==> config.mk <==
export PLATFORM = sky130hd
export DESIGN_NAME = mmdec_decoder
export DESIGN_NICKNAME = d
export VERILOG_FILES = /design/src/mmdec_pkg.sv /design/src/mmdec_ram_power.sv /design/src/mmdec_decoder.sv
export VERILOG_INCLUDE_DIRS = /design/src
export SDC_FILE = /design/constraint.sdc
export NUM_CORES = 1
export LEC_CHECK = 0
export ABC_AREA = 1
export BUFFER_PORTS_ARGS = -buffer_cell sky130_fd_sc_hd__buf_2
export CAP_MARGIN = 20
export CORE_ASPECT_RATIO = 1.25
export CORE_MARGIN = 8
export CORE_UTILIZATION = 42
export CTS_CLUSTER_SIZE = 20
export DETAILED_ROUTE_END_ITERATION = 10
export GPL_TIMING_DRIVEN = 1
export PLACE_DENSITY = 0.82
export SKIP_CTS_REPAIR_TIMING = 1
export SYNTH_ARGS = -nofsm -noshare
export SYNTH_HDL_FRONTEND = slang
export SYNTH_SLANG_ARGS = --single-unit
==> constraint.sdc <==
create_clock -name sys_clk -period 1.3 [get_ports sys_clk]
set_clock_uncertainty 0.1 [all_clocks]
set_input_delay 0 -clock sys_clk [delete_from_list [all_inputs] [get_ports sys_clk]]
set_output_delay 0 -clock sys_clk [all_outputs]
set_load 0.005 [all_outputs]
==> src/mmdec_map.svh <==
/*
 Address map, segment sizes and reset values for the memory map decoder.
 Included by the RAM power and decoder files, not by the package; definitions only.
*/
`ifndef MMDEC_MAP_SVH
`define MMDEC_MAP_SVH

`define MMDEC_PERIPH_LO   16'h0000
`define MMDEC_PERIPH_HI   16'h0fff
`define MMDEC_BOOT_LO     16'h1000
`define MMDEC_BOOT_HI     16'h17ff
`define MMDEC_INFO_LO     16'h1800
`define MMDEC_INFO_HI     16'h19ff
`define MMDEC_DESC_LO     16'h1a00
`define MMDEC_DESC_HI     16'h1aff
`define MMDEC_DESC1_LO    16'h1a80
`define MMDEC_RAM_LO      16'h1c00
`define MMDEC_RAM_HI      16'h2bff
`define MMDEC_RAM1_LO     16'h2400
`define MMDEC_MAIN_LO     16'h8000
`define MMDEC_MAIN_HI     16'hffff
`define MMDEC_VECT_LO     16'hff80
`define MMDEC_SNMI_VECT   16'hfffc
`define MMDEC_BOOT_SHIFT  9
`define MMDEC_INFO_SHIFT  7
`define MMDEC_MAIN_SHIFT  9
`define MMDEC_VMA_INDEX   8'h0c
`define MMDEC_RAM_PD_RST  2'h0
`define MMDEC_LOCKA_RST   1'b1

`endif

==> src/mmdec_pkg.sv <==
/*
 Types shared by the memory map decoder.
 Assumes mmdec_map.svh sits in the same folder.
*/
package mmdec_pkg;
	typedef enum logic [3:0] {
		MMDEC_R_NONE   = 4'h0,
		MMDEC_R_PERIPH = 4'h1,
		MMDEC_R_BOOT   = 4'h2,
		MMDEC_R_INFO   = 4'h3,
		MMDEC_R_DESC   = 4'h4,
		MMDEC_R_RAM    = 4'h5,
		MMDEC_R_MAIN   = 4'h6
	} mmdec_region_t;

	typedef enum logic [2:0] {
		MMDEC_OP_NONE  = 3'h0,
		MMDEC_OP_PROG  = 3'h1,
		MMDEC_OP_SEG   = 3'h2,
		MMDEC_OP_MASS  = 3'h3,
		MMDEC_OP_ALL   = 3'h4
	} mmdec_flash_op_t;

	typedef enum logic [1:0] {
		MMDEC_W_BYTE = 2'h0,
		MMDEC_W_WORD = 2'h1,
		MMDEC_W_LONG = 2'h2
	} mmdec_width_t;
endpackage

==> src/mmdec_ram_power.sv <==
/*
 RAM sector power control: off, retention or active for each sector.
 Assumes the decoder supplies one-cycle access strobes per sector.
*/
`timescale 1ns/1ps
`include "mmdec_map.svh"

module mmdec_ram_power #(
	parameter int SECTORS = 2
) (
	input  wire logic               sys_clk,
	input  wire logic               rst,
	input  wire logic [SECTORS-1:0] sectorOff,
	input  wire logic [SECTORS-1:0] sectorHit,
	output logic      [SECTORS-1:0] sectorActive_reg,
	output logic      [SECTORS-1:0] sectorRetain_reg,
	output logic      [SECTORS-1:0] sectorClear_reg
);
	// Disabled sector loses data; clear pulse tells the array to drop it
	always_ff @(posedge sys_clk) begin
		if (rst) begin
			sectorActive_reg <= '0;
			sectorRetain_reg <= '1;
			sectorClear_reg  <= '0;
		end else begin
			sectorActive_reg <= sectorHit & ~sectorOff; // RQ15
			sectorRetain_reg <= ~sectorHit & ~sectorOff; // RQ15
			sectorClear_reg  <= sectorOff & (sectorRetain_reg | sectorActive_reg); // RQ14
		end
	end

	property p_idle_retains;
		@(posedge sys_clk) disable iff (rst)
		!sectorHit[0] && !sectorOff[0] |=> sectorRetain_reg[0] && !sectorActive_reg[0];
	endproperty
	a_idle_retains: assert property (p_idle_retains) // RQ15
		else $error("Idle sector not in retention");
	property p_off_drops;
		@(posedge sys_clk) disable iff (rst)
		sectorOff[0] |=> !sectorRetain_reg[0] && !sectorActive_reg[0];
	endproperty
	a_off_drops: assert property (p_off_drops) // RQ14
		else $error("Disabled sector still powered");
endmodule // mmdec_ram_power

==> src/mmdec_decoder.sv <==
/*
 Memory map decoder with region selects, vacant access event, flash
 program and erase qualification, and RAM sector power control.
 Assumes one bus master per cycle, all inputs synchronous to sys_clk.
*/
// Operation
// RQ1: Main flash 32 kB at 8000h-FFFFh, top 128 bytes are vectors.
// RQ2: RAM sector 1 at 2400h-2BFFh, sector 0 at 1C00h-23FFh.
// RQ3: Two 128-byte descriptor areas, 1A80h-1AFFh and 1A00h-1A7Fh.
// RQ4: Four 128-byte info segments, A at top 19FFh down to D at 1800h.
// RQ5: Four 512-byte boot sectors 3..0 over 1000h-17FFh, 3 highest.
// RQ6: Addresses 0 through FFFh go to peripheral space.
// RQ7: Access to unmapped address raises vacant access event.
// RQ8: CPU flash writes in byte, word or long-word size.
// RQ9: Debug path (four- or two-wire) may also program flash.
// RQ10: Main flash erased in 512-byte segments.
// RQ11: Erase one main segment or mass erase all main segments.
// RQ12: Erase one info segment, or all info with all main.
// RQ13: Info segment A has its own independent lock.
// RQ14: Each RAM sector can be disabled, losing its contents.
// RQ15: Unaccessed RAM sectors drop into retention automatically.
// RQ16: Vacant access flag sits in system NMI group, vector FFFCh.
// RQ17: CPU fetch from peripheral space causes system reset.
// RQ18: Exactly one select per mapped address, none when unmapped. Vector addresses raise vectorSel_reg with mainSel_reg.
// RQ19: Locked segment A ignores program and erase requests.
`timescale 1ns/1ps
`include "mmdec_map.svh"

module mmdec_decoder #(
	parameter int MAIN_SEGS = 64
) (
	input  wire logic                   sys_clk,
	input  wire logic                   rst,
	input  wire logic                   cpuReq,
	input  wire logic                   cpuFetch,
	input  wire logic [15:0]            cpuAddr,
	input  wire logic                   dbgReq,
	input  wire logic [15:0]            dbgAddr,
	input  wire logic                   dbgSerial,
	input  wire logic                   flashReq,
	input  wire mmdec_pkg::mmdec_flash_op_t flashOp,
	input  wire mmdec_pkg::mmdec_width_t    flashWidth,
	input  wire logic                   flashFromDbg,
	input  wire logic                   lockASet,
	input  wire logic                   lockAClr,
	input  wire logic [1:0]             ramOff,
	input  wire logic                   vacantClr,
	output logic                        periphSel_reg,
	output logic [3:0]                  bootSel_reg,
	output logic [3:0]                  infoSel_reg,
	output logic [1:0]                  descSel_reg,
	output logic [1:0]                  ramSel_reg,
	output logic                        mainSel_reg,
	output logic                        vectorSel_reg,
	output logic                        vacant_access_flag_reg,
	output logic                        snmiPending_reg,
	output logic [7:0]                  system_nmi_vector_index_reg,
	output logic                        fetchReset_reg,
	output logic                        flashGo_reg,
	output mmdec_pkg::mmdec_flash_op_t  flashCmd_reg,
	output logic [3:0]                  flashByteEn_reg,
	output logic [15:0]                 eraseBase_reg,
	output logic [3:0]                  infoErase_reg,
	output logic                        mainEraseAll_reg,
	output logic                        dbgPort_reg,
	output logic                        lockA_reg,
	output logic [1:0]                  ramActive_reg,
	output logic [1:0]                  ramRetain_reg,
	output logic [1:0]                  ramClear_reg
);
	logic [15:0]                   addr;
	logic                          req;
	mmdec_pkg::mmdec_region_t      region;
	logic                          flashOk;
	logic [1:0]                    ramHit;

	function automatic mmdec_pkg::mmdec_region_t decode(input logic [15:0] a);
		if (a <= `MMDEC_PERIPH_HI) // RQ6
			decode = mmdec_pkg::MMDEC_R_PERIPH;
		else if (a <= `MMDEC_BOOT_HI) // RQ5
			decode = mmdec_pkg::MMDEC_R_BOOT;
		else if (a <= `MMDEC_INFO_HI) // RQ4
			decode = mmdec_pkg::MMDEC_R_INFO;
		else if (a <= `MMDEC_DESC_HI) // RQ3
			decode = mmdec_pkg::MMDEC_R_DESC;
		else if (a >= `MMDEC_RAM_LO && a <= `MMDEC_RAM_HI) // RQ2
			decode = mmdec_pkg::MMDEC_R_RAM;
		else if (a >= `MMDEC_MAIN_LO) // RQ1
			decode = mmdec_pkg::MMDEC_R_MAIN;
		else
			decode = mmdec_pkg::MMDEC_R_NONE; // RQ7
	endfunction

	function automatic logic [3:0] onehot4(input logic [1:0] i);
		onehot4 = 4'h1 << i;
	endfunction

	// CPU wins when both masters ask in one cycle
	assign req  = cpuReq | dbgReq;
	assign addr = cpuReq ? cpuAddr : dbgAddr;
	assign region = decode(addr);
	assign ramHit = (req && region == mmdec_pkg::MMDEC_R_RAM) ?
		((addr >= `MMDEC_RAM1_LO) ? 2'h2 : 2'h1) : 2'h0;

	// Region selects, one-hot by construction of the decode chain except vectorSel_reg, which rises with mainSel_reg
	always_ff @(posedge sys_clk) begin
		if (rst) begin
			periphSel_reg <= 1'b0;
			bootSel_reg   <= 4'h0;
			infoSel_reg   <= 4'h0;
			descSel_reg   <= 2'h0;
			ramSel_reg    <= 2'h0;
			mainSel_reg   <= 1'b0;
			vectorSel_reg <= 1'b0;
		end else begin
			periphSel_reg <= req && region == mmdec_pkg::MMDEC_R_PERIPH; // RQ18
			bootSel_reg   <= (req && region == mmdec_pkg::MMDEC_R_BOOT) ?
				onehot4(addr[10:9]) : 4'h0; // RQ5
			// Segment A is index 3 so the top address maps to A
			infoSel_reg   <= (req && region == mmdec_pkg::MMDEC_R_INFO) ?
				onehot4(addr[8:7]) : 4'h0; // RQ4
			descSel_reg   <= (req && region == mmdec_pkg::MMDEC_R_DESC) ?
				(addr[7] ? 2'h2 : 2'h1) : 2'h0; // RQ3
			ramSel_reg    <= ramHit; // RQ2
			mainSel_reg   <= req && region == mmdec_pkg::MMDEC_R_MAIN; // RQ1
			vectorSel_reg <= req && region == mmdec_pkg::MMDEC_R_MAIN &&
				addr >= `MMDEC_VECT_LO; // RQ1
		end
	end

	// Vacant access flag; a new event wins over the clear
	always_ff @(posedge sys_clk) begin
		if (rst) begin
			vacant_access_flag_reg      <= 1'b0;
			snmiPending_reg             <= 1'b0;
			system_nmi_vector_index_reg <= 8'h00;
		end else begin
			if (req && region == mmdec_pkg::MMDEC_R_NONE) begin
				vacant_access_flag_reg      <= 1'b1; // RQ7
				snmiPending_reg             <= 1'b1; // RQ16
				system_nmi_vector_index_reg <= `MMDEC_VMA_INDEX; // RQ16
			end else if (vacantClr) begin
				vacant_access_flag_reg      <= 1'b0;
				snmiPending_reg             <= 1'b0;
				system_nmi_vector_index_reg <= 8'h00;
			end
		end
	end

	// Fetching code from registers is fatal, so reset the system
	always_ff @(posedge sys_clk) begin
		if (rst)
			fetchReset_reg <= 1'b0;
		else
			fetchReset_reg <= cpuReq && cpuFetch &&
				decode(cpuAddr) == mmdec_pkg::MMDEC_R_PERIPH; // RQ17
	end

	// Segment A lock; set wins over clear so a racing unlock is safe
	always_ff @(posedge sys_clk) begin
		if (rst)
			lockA_reg <= `MMDEC_LOCKA_RST;
		else if (lockASet)
			lockA_reg <= 1'b1; // RQ13
		else if (lockAClr)
			lockA_reg <= 1'b0; // RQ13
	end

	// Flash address comes from whichever master owns the request
	logic [15:0] fAddr;
	mmdec_pkg::mmdec_region_t fRegion;
	logic fInfoA;
	assign fAddr   = flashFromDbg ? dbgAddr : cpuAddr; // RQ9
	assign fRegion = decode(fAddr);
	assign fInfoA  = fRegion == mmdec_pkg::MMDEC_R_INFO && fAddr[8:7] == 2'h3;
	always_comb begin
		flashOk = 1'b0;
		case (flashOp)
			mmdec_pkg::MMDEC_OP_PROG,
			mmdec_pkg::MMDEC_OP_SEG:
				flashOk = (fRegion == mmdec_pkg::MMDEC_R_MAIN ||
					fRegion == mmdec_pkg::MMDEC_R_INFO ||
					fRegion == mmdec_pkg::MMDEC_R_BOOT) &&
					!(fInfoA && lockA_reg); // RQ19
			mmdec_pkg::MMDEC_OP_MASS,
			mmdec_pkg::MMDEC_OP_ALL:
				flashOk = 1'b1; // RQ11
			default:
				flashOk = 1'b0;
		endcase
	end

	// Flash command qualification and erase scope
	always_ff @(posedge sys_clk) begin
		if (rst) begin
			flashGo_reg      <= 1'b0;
			flashCmd_reg     <= mmdec_pkg::MMDEC_OP_NONE;
			flashByteEn_reg  <= 4'h0;
			eraseBase_reg    <= 16'h0000;
			infoErase_reg    <= 4'h0;
			mainEraseAll_reg <= 1'b0;
			dbgPort_reg      <= 1'b0;
		end else begin
			flashGo_reg      <= flashReq && flashOk;
			flashCmd_reg     <= (flashReq && flashOk) ? flashOp : mmdec_pkg::MMDEC_OP_NONE;
			dbgPort_reg      <= flashReq && flashFromDbg && dbgSerial; // RQ9
			case (flashWidth)
				mmdec_pkg::MMDEC_W_BYTE: flashByteEn_reg <= 4'h1 << fAddr[1:0]; // RQ8
				mmdec_pkg::MMDEC_W_WORD: flashByteEn_reg <= fAddr[1] ? 4'hc : 4'h3; // RQ8
				mmdec_pkg::MMDEC_W_LONG: flashByteEn_reg <= 4'hf; // RQ8
				default:                 flashByteEn_reg <= 4'h0;
			endcase
			// Info segments are 128 B, main and boot 512 B
			eraseBase_reg <= (fRegion == mmdec_pkg::MMDEC_R_INFO) ?
				{fAddr[15:`MMDEC_INFO_SHIFT], 7'h00} :
				{fAddr[15:`MMDEC_MAIN_SHIFT], 9'h000}; // RQ10
			mainEraseAll_reg <= flashReq && (flashOp == mmdec_pkg::MMDEC_OP_MASS ||
				flashOp == mmdec_pkg::MMDEC_OP_ALL); // RQ11
			if (flashReq && flashOp == mmdec_pkg::MMDEC_OP_ALL)
				infoErase_reg <= lockA_reg ? 4'h7 : 4'hf; // RQ12
			else if (flashReq && flashOp == mmdec_pkg::MMDEC_OP_SEG && flashOk &&
				fRegion == mmdec_pkg::MMDEC_R_INFO)
				infoErase_reg <= onehot4(fAddr[8:7]); // RQ12
			else
				infoErase_reg <= 4'h0;
		end
	end

	mmdec_ram_power #(
		.SECTORS (2)
	) u_ram_power (
		.sys_clk          (sys_clk),
		.rst              (rst),
		.sectorOff        (ramOff),
		.sectorHit        (ramHit),
		.sectorActive_reg (ramActive_reg),
		.sectorRetain_reg (ramRetain_reg),
		.sectorClear_reg  (ramClear_reg)
	); // RQ14

	property p_main;
		@(posedge sys_clk) disable iff (rst)
		cpuReq && cpuAddr >= 16'h8000 |=> mainSel_reg && !periphSel_reg;
	endproperty
	a_main: assert property (p_main) // RQ1
		else $error("Main flash not selected");
	property p_ram;
		@(posedge sys_clk) disable iff (rst)
		cpuReq && cpuAddr == 16'h2400 |=> ramSel_reg == 2'h2;
	endproperty
	a_ram: assert property (p_ram) // RQ2
		else $error("RAM sector 1 wrong");
	property p_desc;
		@(posedge sys_clk) disable iff (rst)
		cpuReq && cpuAddr == 16'h1a7f |=> descSel_reg == 2'h1;
	endproperty
	a_desc: assert property (p_desc) // RQ3
		else $error("Descriptor select wrong");
	property p_infoa;
		@(posedge sys_clk) disable iff (rst)
		cpuReq && cpuAddr == 16'h19ff |=> infoSel_reg == 4'h8;
	endproperty
	a_infoa: assert property (p_infoa) // RQ4
		else $error("Info A select wrong");
	property p_boot;
		@(posedge sys_clk) disable iff (rst)
		cpuReq && cpuAddr == 16'h17ff |=> bootSel_reg == 4'h8;
	endproperty
	a_boot: assert property (p_boot) // RQ5
		else $error("Boot sector 3 select wrong");
	property p_periph;
		@(posedge sys_clk) disable iff (rst)
		cpuReq && cpuAddr == 16'h0fff |=> periphSel_reg;
	endproperty
	a_periph: assert property (p_periph) // RQ6
		else $error("Peripheral select missing");
	property p_vacant;
		@(posedge sys_clk) disable iff (rst)
		cpuReq && cpuAddr == 16'h2c00 |=> vacant_access_flag_reg &&
		system_nmi_vector_index_reg == 8'h0c && ramSel_reg == 2'h0;
	endproperty
	a_vacant: assert property (p_vacant) // RQ7
		else $error("Vacant access missed");
	property p_fetch;
		@(posedge sys_clk) disable iff (rst)
		cpuReq && cpuFetch && cpuAddr < 16'h1000 |=> fetchReset_reg;
	endproperty
	a_fetch: assert property (p_fetch) // RQ17
		else $error("Peripheral fetch no reset");
	property p_lock;
		@(posedge sys_clk) disable iff (rst)
		lockA_reg && flashReq && !flashFromDbg && flashOp == mmdec_pkg::MMDEC_OP_SEG &&
		cpuAddr[15:7] == 9'h033 |=> !flashGo_reg && infoErase_reg == 4'h0;
	endproperty
	a_lock: assert property (p_lock) // RQ19
		else $error("Locked segment A touched");
	property p_onesel;
		@(posedge sys_clk) disable iff (rst)
		$onehot0({periphSel_reg, |bootSel_reg, |infoSel_reg, |descSel_reg,
		|ramSel_reg, mainSel_reg, vacant_access_flag_reg && $changed(vacant_access_flag_reg)});
	endproperty
	a_onesel: assert property (p_onesel) // RQ18
		else $error("More than one select");
	// Main erase base must sit on a segment start inside the bank
	property p_segnum;
		@(posedge sys_clk) disable iff (rst)
		flashGo_reg && eraseBase_reg >= `MMDEC_MAIN_LO |->
			eraseBase_reg[8:0] == 9'h000 &&
			(int'(eraseBase_reg) - int'(`MMDEC_MAIN_LO)) / 512 < MAIN_SEGS;
	endproperty
	a_segnum: assert property (p_segnum) // RQ10
		else $error("Erase base outside main segments");
endmodule // mmdec_decoder

==> results.json, run 1 <==
{
  "cts_buffers": 5,
  "crit_path_frequent_cell": "nor2_4",
  "die_x_um": 83.1,
  "antenna_found_initial": 0,
  "vias_per_cell": 4.87,
  "synth.area.top_cells": "dfxtp_1 (40%), nand2_1 (8.6%), nor2_1 (6.5%), inv_1 (5.9%), buf_4 (5.4%)",
  "reg2reg_depth": 3,
  "place_ws_ns": -0.375,
  "synth_top_area_share": 0.398,
  "syn_area_sq_um": 2360,
  "yosysTopAreaCell": "dfxtp_1",
  "reg2reg_to": "lockA_reg$_SDFFE_PP1P_",
  "min_from": "flashOp[2]",
  "grt_pass1_vias": 2457,
  "clk_path_buf_depth": 2,
  "start_util": 0.434,
  "crit_family": "simple AND/OR/NAND/NOR gates",
  "fillers": 406,
  "htree_levels": 2,
  "synth_top_family_by_area": "simple AND/OR/NAND/NOR gates",
  "holdPathEnd": "infoErase_reg[0]$_SDFF_PP0_",
  "worstPathMaxFanout": 4,
  "ir_drop_uv": 528,
  "layout_min_cycle_time_ns": 1.31,
  "final_common_cell": "buf_2",
  "grt_pass1_wl_mm": 10.4,
  "drc": 0,
  "drive_gt1_frac": 0.489,
  "grt-ovfl-total": 0,
  "ant_nets": 0,
  "die_y_um": 99.9,
  "clock-sinks": 47,
  "post_dp_cell_area_sq_um": 3120,
  "crit_chain": "buf_2, inv_1, nand2_1, o21ai_4, nor2_4, inv_2, nor2_4, nor2_4, o21ai_1, nand3_1, nand2_1, nand4_2, nor3_1",
  "nets": 521,
  "dieArea_sq_um": 8300,
  "clockRootBuffer": "clkbuf_8",
  "yosys.area_share.simple": 0.313,
  "path_buf_inv": 3,
  "row_count": 30,
  "power_switching_uw": 1000,
  "synth_xor_area_frac": 0,
  "routed_wl_mm": 7.74,
  "violations": "negative setup slack",
  "max_freq_mhz": 762,
  "min_period_over_period": 1.01,
  "rsz0062_at_grt": "yes",
  "setup_slack_ns": -0.0128,
  "wire_per_inst_um": 14.4,
  "drt_pass1_iterations": 5,
  "portBuffers": 89,
  "hold_class": "in -> reg",
  "critPathRequiredTime_ns": 1.42,
  "synth_fa_ha_area_frac": 0,
  "r2r_slack_ns": 0.06,
  "whs_ns": 0.00575,
  "max-slew-margin-rel": 0.503,
  "r2r_start": "lockA_reg$_SDFFE_PP1P_",
  "p_comb_frac": 0.279,
  "synth_cells": 311,
  "crit_type": "in -> reg",
  "route.vias.total": 2612,
  "status": "finished with violations",
  "yosysWarnings": 0,
  "gr-usage-all-layers": 0.149,
  "worst_path_max_delay_cell": "nor2_4",
  "p_leak_uw": 0.00191,
  "hpwl_mm": 5.38,
  "largest_reg_flops": 9,
  "async_flop_share": 0,
  "startpoint_type": "input pin",
  "syn_area_per_cell_sq_um": 7.60,
  "slowest_delay_ns": 0.18,
  "grt_max_degree": 20,
  "synth_compound_area_frac": 0.139,
  "hold_depth": 3,
  "finalSetupViolCount": 3,
  "p_seq_frac": 0.443,
  "power.internal_uw": 2420,
  "coreArea_sq_um": 5440,
  "design_area_sq_um": 3700,
  "synth_ff_type": "dfxtp_1",
  "worst_slew_pin_slew_ns": 0.737,
  "finalHoldViolCount": 0,
  "gp_congestion": 0.911,
  "clk_pin_slew_ns": 0.09,
  "muxShareOfSynthArea": 0,
  "synth_edf_count": 0,
  "synth_seq_cells": 47,
  "end_kind": "flip-flop",
  "cap_violations": 0,
  "clk_latency_ns": 0.30,
  "n_antenna_cell": 0,
  "ys_seq_area_frac": 0.398,
  "critPathArrivalTime_ns": 1.43,
  "layout_common_cells": "buf_2 (86), buf_4 (55), nand2_1 (46), dfxtp_1 (46), nor2_1 (38)",
  "cts_tree": "yes",
  "p_sw_frac": 0.293,
  "p_per_area_nw_per_um2": 925,
  "synthToLayoutAreaGrowth_pct": 56.5,
  "drt_iter0_drc": 89,
  "io_pins": 113,
  "final-max-slew-violation-count": 0,
  "pwr-share-clk": 0.278,
  "synth_cell_types": 34
}
[synth_stat cells (3+ instances only)]
| cell | n |
|---|---|
| nand4_1 | 5 |
| nand2_4 | 3 |
| o21ai_1 | 4 |
| dfxtp_1 | 47 |
| nor2_1 | 41 |
| nor2_2 | 3 |
| o21ai_0 | 12 |
| o21ai_2 | 10 |
| nand2_2 | 11 |
| nand3_1 | 11 |
| a21oi_4 | 3 |
| buf_6 | 4 |
| a21oi_1 | 8 |
| inv_2 | 6 |
| nor2_4 | 3 |
| inv_1 | 37 |
| buf_4 | 17 |
| nand2_1 | 54 |
| nor3_1 | 13 |
[through the flow]
stage          TNS [ns]  total power [uW]   util  cells
4_1_cts          -0.361              3260  0.592    510
2_1_floorplan    -0.804              2000      -    323
3_3_place_gp      -6.70              2290  0.573    502
6_report        -0.0237              3420  0.680    536
3_5_place_dp      -7.83              2310  0.573    502
5_1_grt          -0.837              3590  0.680    536
[worst reg2reg max path, cell delays in order, from the launching register on]
cell           delay [ns]
dfxtp_2              0.33
inv_1                0.08
o21ai_0              0.08
dlygate4sd3_1        0.55
[cell families after synthesis]
logic type / count (synthesis)
AND/OR/NAND/NOR: 152
buffers and inverters: 66
flip-flops: 47
AO/OA/AOI/OAI: 45
other: 1
[worst max path at each step]
stage                 startpoint                                    endpoint  slack (ns)  cells after the start
floorplan                 cpuReq                   descSel_reg[0]$_SDFF_PP0_       -0.09                     13
global route              cpuReq  u_ram_power.sectorRetain_reg[1]$_SDFF_PP1_        -0.1                     10
global placement    flashFromDbg                 infoErase_reg[0]$_SDFF_PP0_       -0.32                     13
finish               cpuAddr[10]                   bootSel_reg[1]$_SDFF_PP0_       -0.01                     13
CTS                 flashFromDbg                 infoErase_reg[0]$_SDFF_PP0_       -0.07                     13
detailed placement  flashFromDbg                 infoErase_reg[0]$_SDFF_PP0_       -0.37                     13
[final cells by class]
| cell class | instances | area, sq um | share of cell area |
|---|---|---|---|
| Sequential cell | 47 | 942 | 0.255 |
| Multi-Input combinational cell | 210 | 1320 | 0.355 |
| Tap cell | 64 | 80.1 | 0.0216 |
| Timing Repair inverter | 1 | 8.76 | 0.00237 |
| Clock inverter | 1 | 7.51 | 0.00203 |
| Inverter | 44 | 178 | 0.0480 |
| Timing Repair Buffer | 162 | 1070 | 0.290 |
| Clock buffer | 7 | 96.3 | 0.0260 |
[routing by layer]
layer / part of all wire / GRT usage / vias to the layer above
met5: 0 / 0 / -
met4: 0.030 / 0.0569 / 0
met3: 0.065 / 0.0527 / 20
met2: 0.55 / 0.295 / 108
met1: 0.36 / 0.134 / 1213
li1: - / - / 1271
[power by group through the flow]
stage | logic [uW] | clock network [uW] | registers [uW]
global route | 1040 | 1030 | 1520
CTS | 762 | 979 | 1520
global placement | 742 | 0 | 1550
floorplan | 445 | 0 | 1560
finish | 955 | 952 | 1520
detailed placement | 757 | 0 | 1550
Power figures use the tool's default switching activity.
==> run 2: changes to the inputs <==
Settings changed: CORE_UTILIZATION 42 to 35, PLACE_DENSITY 0.82 to 0.71.
==> run 2 against run 1 <==
The flow finishes with violations (negative hold slack, negative setup slack). Register-to-register slack worse by 0.02 ns. Die area is 16% higher. Non-clock buffer count is 2 higher. Core utilization is 9.5 points lower. Via count about the same.
==> results.json, run 2 (synthesized netlist as in run 1, its figures left out) <==
{
  "worst_slew_pin_slew_ns": 0.719,
  "dp.cells": 521,
  "route.vias.total": 2610,
  "crit_type": "in -> reg",
  "grt-ovfl-total": 0,
  "portBuffers": 89,
  "use_met2": 0.267,
  "status": "finished with violations",
  "reg2reg_depth": 7,
  "grt_pass1_vias": 2383,
  "cap_violations": 0,
  "startpoint": "flashFromDbg",
  "largest_reg_flops": 9,
  "grt_pass1_wl_mm": 10.3,
  "ir_drop_uv": 418,
  "dieArea_sq_um": 9660,
  "violations": "negative hold slack, negative setup slack",
  "reg2reg_to": "infoErase_reg[3]$_SDFF_PP0_",
  "gp_congestion": 0.931,
  "ant_nets": 0,
  "instances_no_fill": 560,
  "power.internal_uw": 2410,
  "r2r_start": "lockA_reg$_SDFFE_PP1P_",
  "p_comb_frac": 0.293,
  "p_per_area_nw_per_um2": 901,
  "layout_common_cells": "buf_2 (83), buf_4 (50), dfxtp_1 (46)",
  "nets": 522,
  "n_antenna_cell": 0,
  "finalHoldViolCount": 7,
  "gr-usage-all-layers": 0.138,
  "cts_buffers": 5,
  "critPathRequiredTime_ns": 1.44,
  "rsz0062_at_grt": "yes",
  "htree_levels": 2,
  "drc": 0,
  "row_count": 33,
  "setup_slack_ns": -0.00989,
  "post_dp_cell_area_sq_um": 3120,
  "worstPathMaxFanout": 6,
  "antenna_found_initial": 0,
  "grt_max_degree": 20,
  "pwr-share-clk": 0.269,
  "final_common_cell": "buf_2",
  "end_kind": "flip-flop",
  "io_pins": 113,
  "drt_iter0_drc": 127,
  "clk_pin_slew_ns": 0.09,
  "drive_gt1_frac": 0.512,
  "die_y_um": 108,
  "clockRootBuffer": "clkbuf_8",
  "clock-sinks": 47,
  "max_freq_mhz": 763,
  "min_period_over_period": 1.01,
  "hpwl_mm": 5.50,
  "finalSetupViolCount": 4,
  "max-slew-margin-rel": 0.516,
  "r2r_slack_ns": 0.04,
  "vias_per_cell": 4.66,
  "final-max-slew-violation-count": 0,
  "design_area_sq_um": 3840,
  "endpoint": "infoErase_reg[0]$_SDFF_PP0_",
  "power_switching_uw": 1050,
  "hold_class": "in -> reg",
  "p_seq_frac": 0.438,
  "startpoint_type": "input pin",
  "grt_use_met3": 0.0367,
  "drt_pass1_iterations": 5,
  "synthToLayoutAreaGrowth_pct": 62.3,
  "whs_ns": -0.0374,
  "die_x_um": 89.5,
  "clk_latency_ns": 0.30,
  "cts_tree": "yes",
  "wire_per_inst_um": 14.5,
  "p_leak_uw": 0.00195,
  "clk_path_buf_depth": 2,
  "routed_wl_mm": 8.10,
  "layout_min_cycle_time_ns": 1.31,
  "coreArea_sq_um": 6570,
  "grt_busiest_layer": "met2",
  "start_util": 0.360,
  "critPathArrivalTime_ns": 1.45,
  "grtUsageMet1": 0.130,
  "p_sw_frac": 0.304
}
==> run 2: cell types whose count changed in the layout (fill, tap and decap cells not counted), sizes merged <==
cell	before	now
inv	43	42
clkinv	2	3
clkinvlp	1	0
clkbuf	7	8
buf	144	143
dlygate4sd3	18	20
==> run 2: layer usage <==
metal | routed length [um] | up-vias
met3 | 555 | 26
met2 | 4420 | 99
met4 | 298 | 0
met5 | 0 | -
li1 | - | 1278
met1 | 2830 | 1207
==> run 2: area by class of cell <==
class,count,area (sq um)
fillers,558,2730
well taps,87,109
inverters,44,185
clock inverters,1,8.76
repair buffers,164,1150
clock buffers,7,86.3
flip-flops and latches,47,942
multi-input cells,210,1350
==> run 2: power groups by stage <==
stage,Combinational [uW],Sequential [uW],Clock [uW]
after global routing,1090,1520,1020
after floorplan,445,1560,0
after detailed placement,750,1550,0
final,1010,1520,930
after global placement,736,1550,0
after CTS,754,1520,949
==> run 2: worst min path at each step <==
stage               from                                          to  slack [ns]  depth (start not counted)
5_1_grt              rst                   descSel_reg[0]$_SDFF_PP0_       -0.02                          4
3_5_place_dp   ramOff[0]  u_ram_power.sectorActive_reg[0]$_SDFF_PP0_        0.09                          2
6_report             rst                   descSel_reg[0]$_SDFF_PP0_       -0.04                          4
4_1_cts        ramOff[0]  u_ram_power.sectorActive_reg[0]$_SDFF_PP0_       -0.23                          2
3_3_place_gp    lockASet                      lockA_reg$_SDFFE_PP1P_        0.08                          3
2_1_floorplan  ramOff[0]  u_ram_power.sectorActive_reg[0]$_SDFF_PP0_       -0.03                          1
==> run 2: per-stage QoR <==
stage                     setup WS (ns)  TNS [ns]  total power [uW]  utilization
after floorplan                 -0.0900    -0.804              2000            -
after global placement           -0.342     -6.52              2280        0.475
after detailed placement         -0.393     -8.20              2300        0.475
after CTS                       -0.0936    -0.609              3220        0.489
after global routing            -0.0971    -0.414              3630        0.585
final                          -0.00989   -0.0239              3460        0.585
==> run 2: worst max-delay path: stages <==
cell      delay [ns]
buf_12          0.12
buf_6           0.13
nand2_2         0.08
o21ai_2         0.10
nor2_4          0.13
nand3_2         0.07
nand2_1         0.08
nand2_2         0.07
a21boi_2        0.18
nand2_2         0.08
nor2_4          0.18
nand3_2         0.09
a21oi_2         0.13
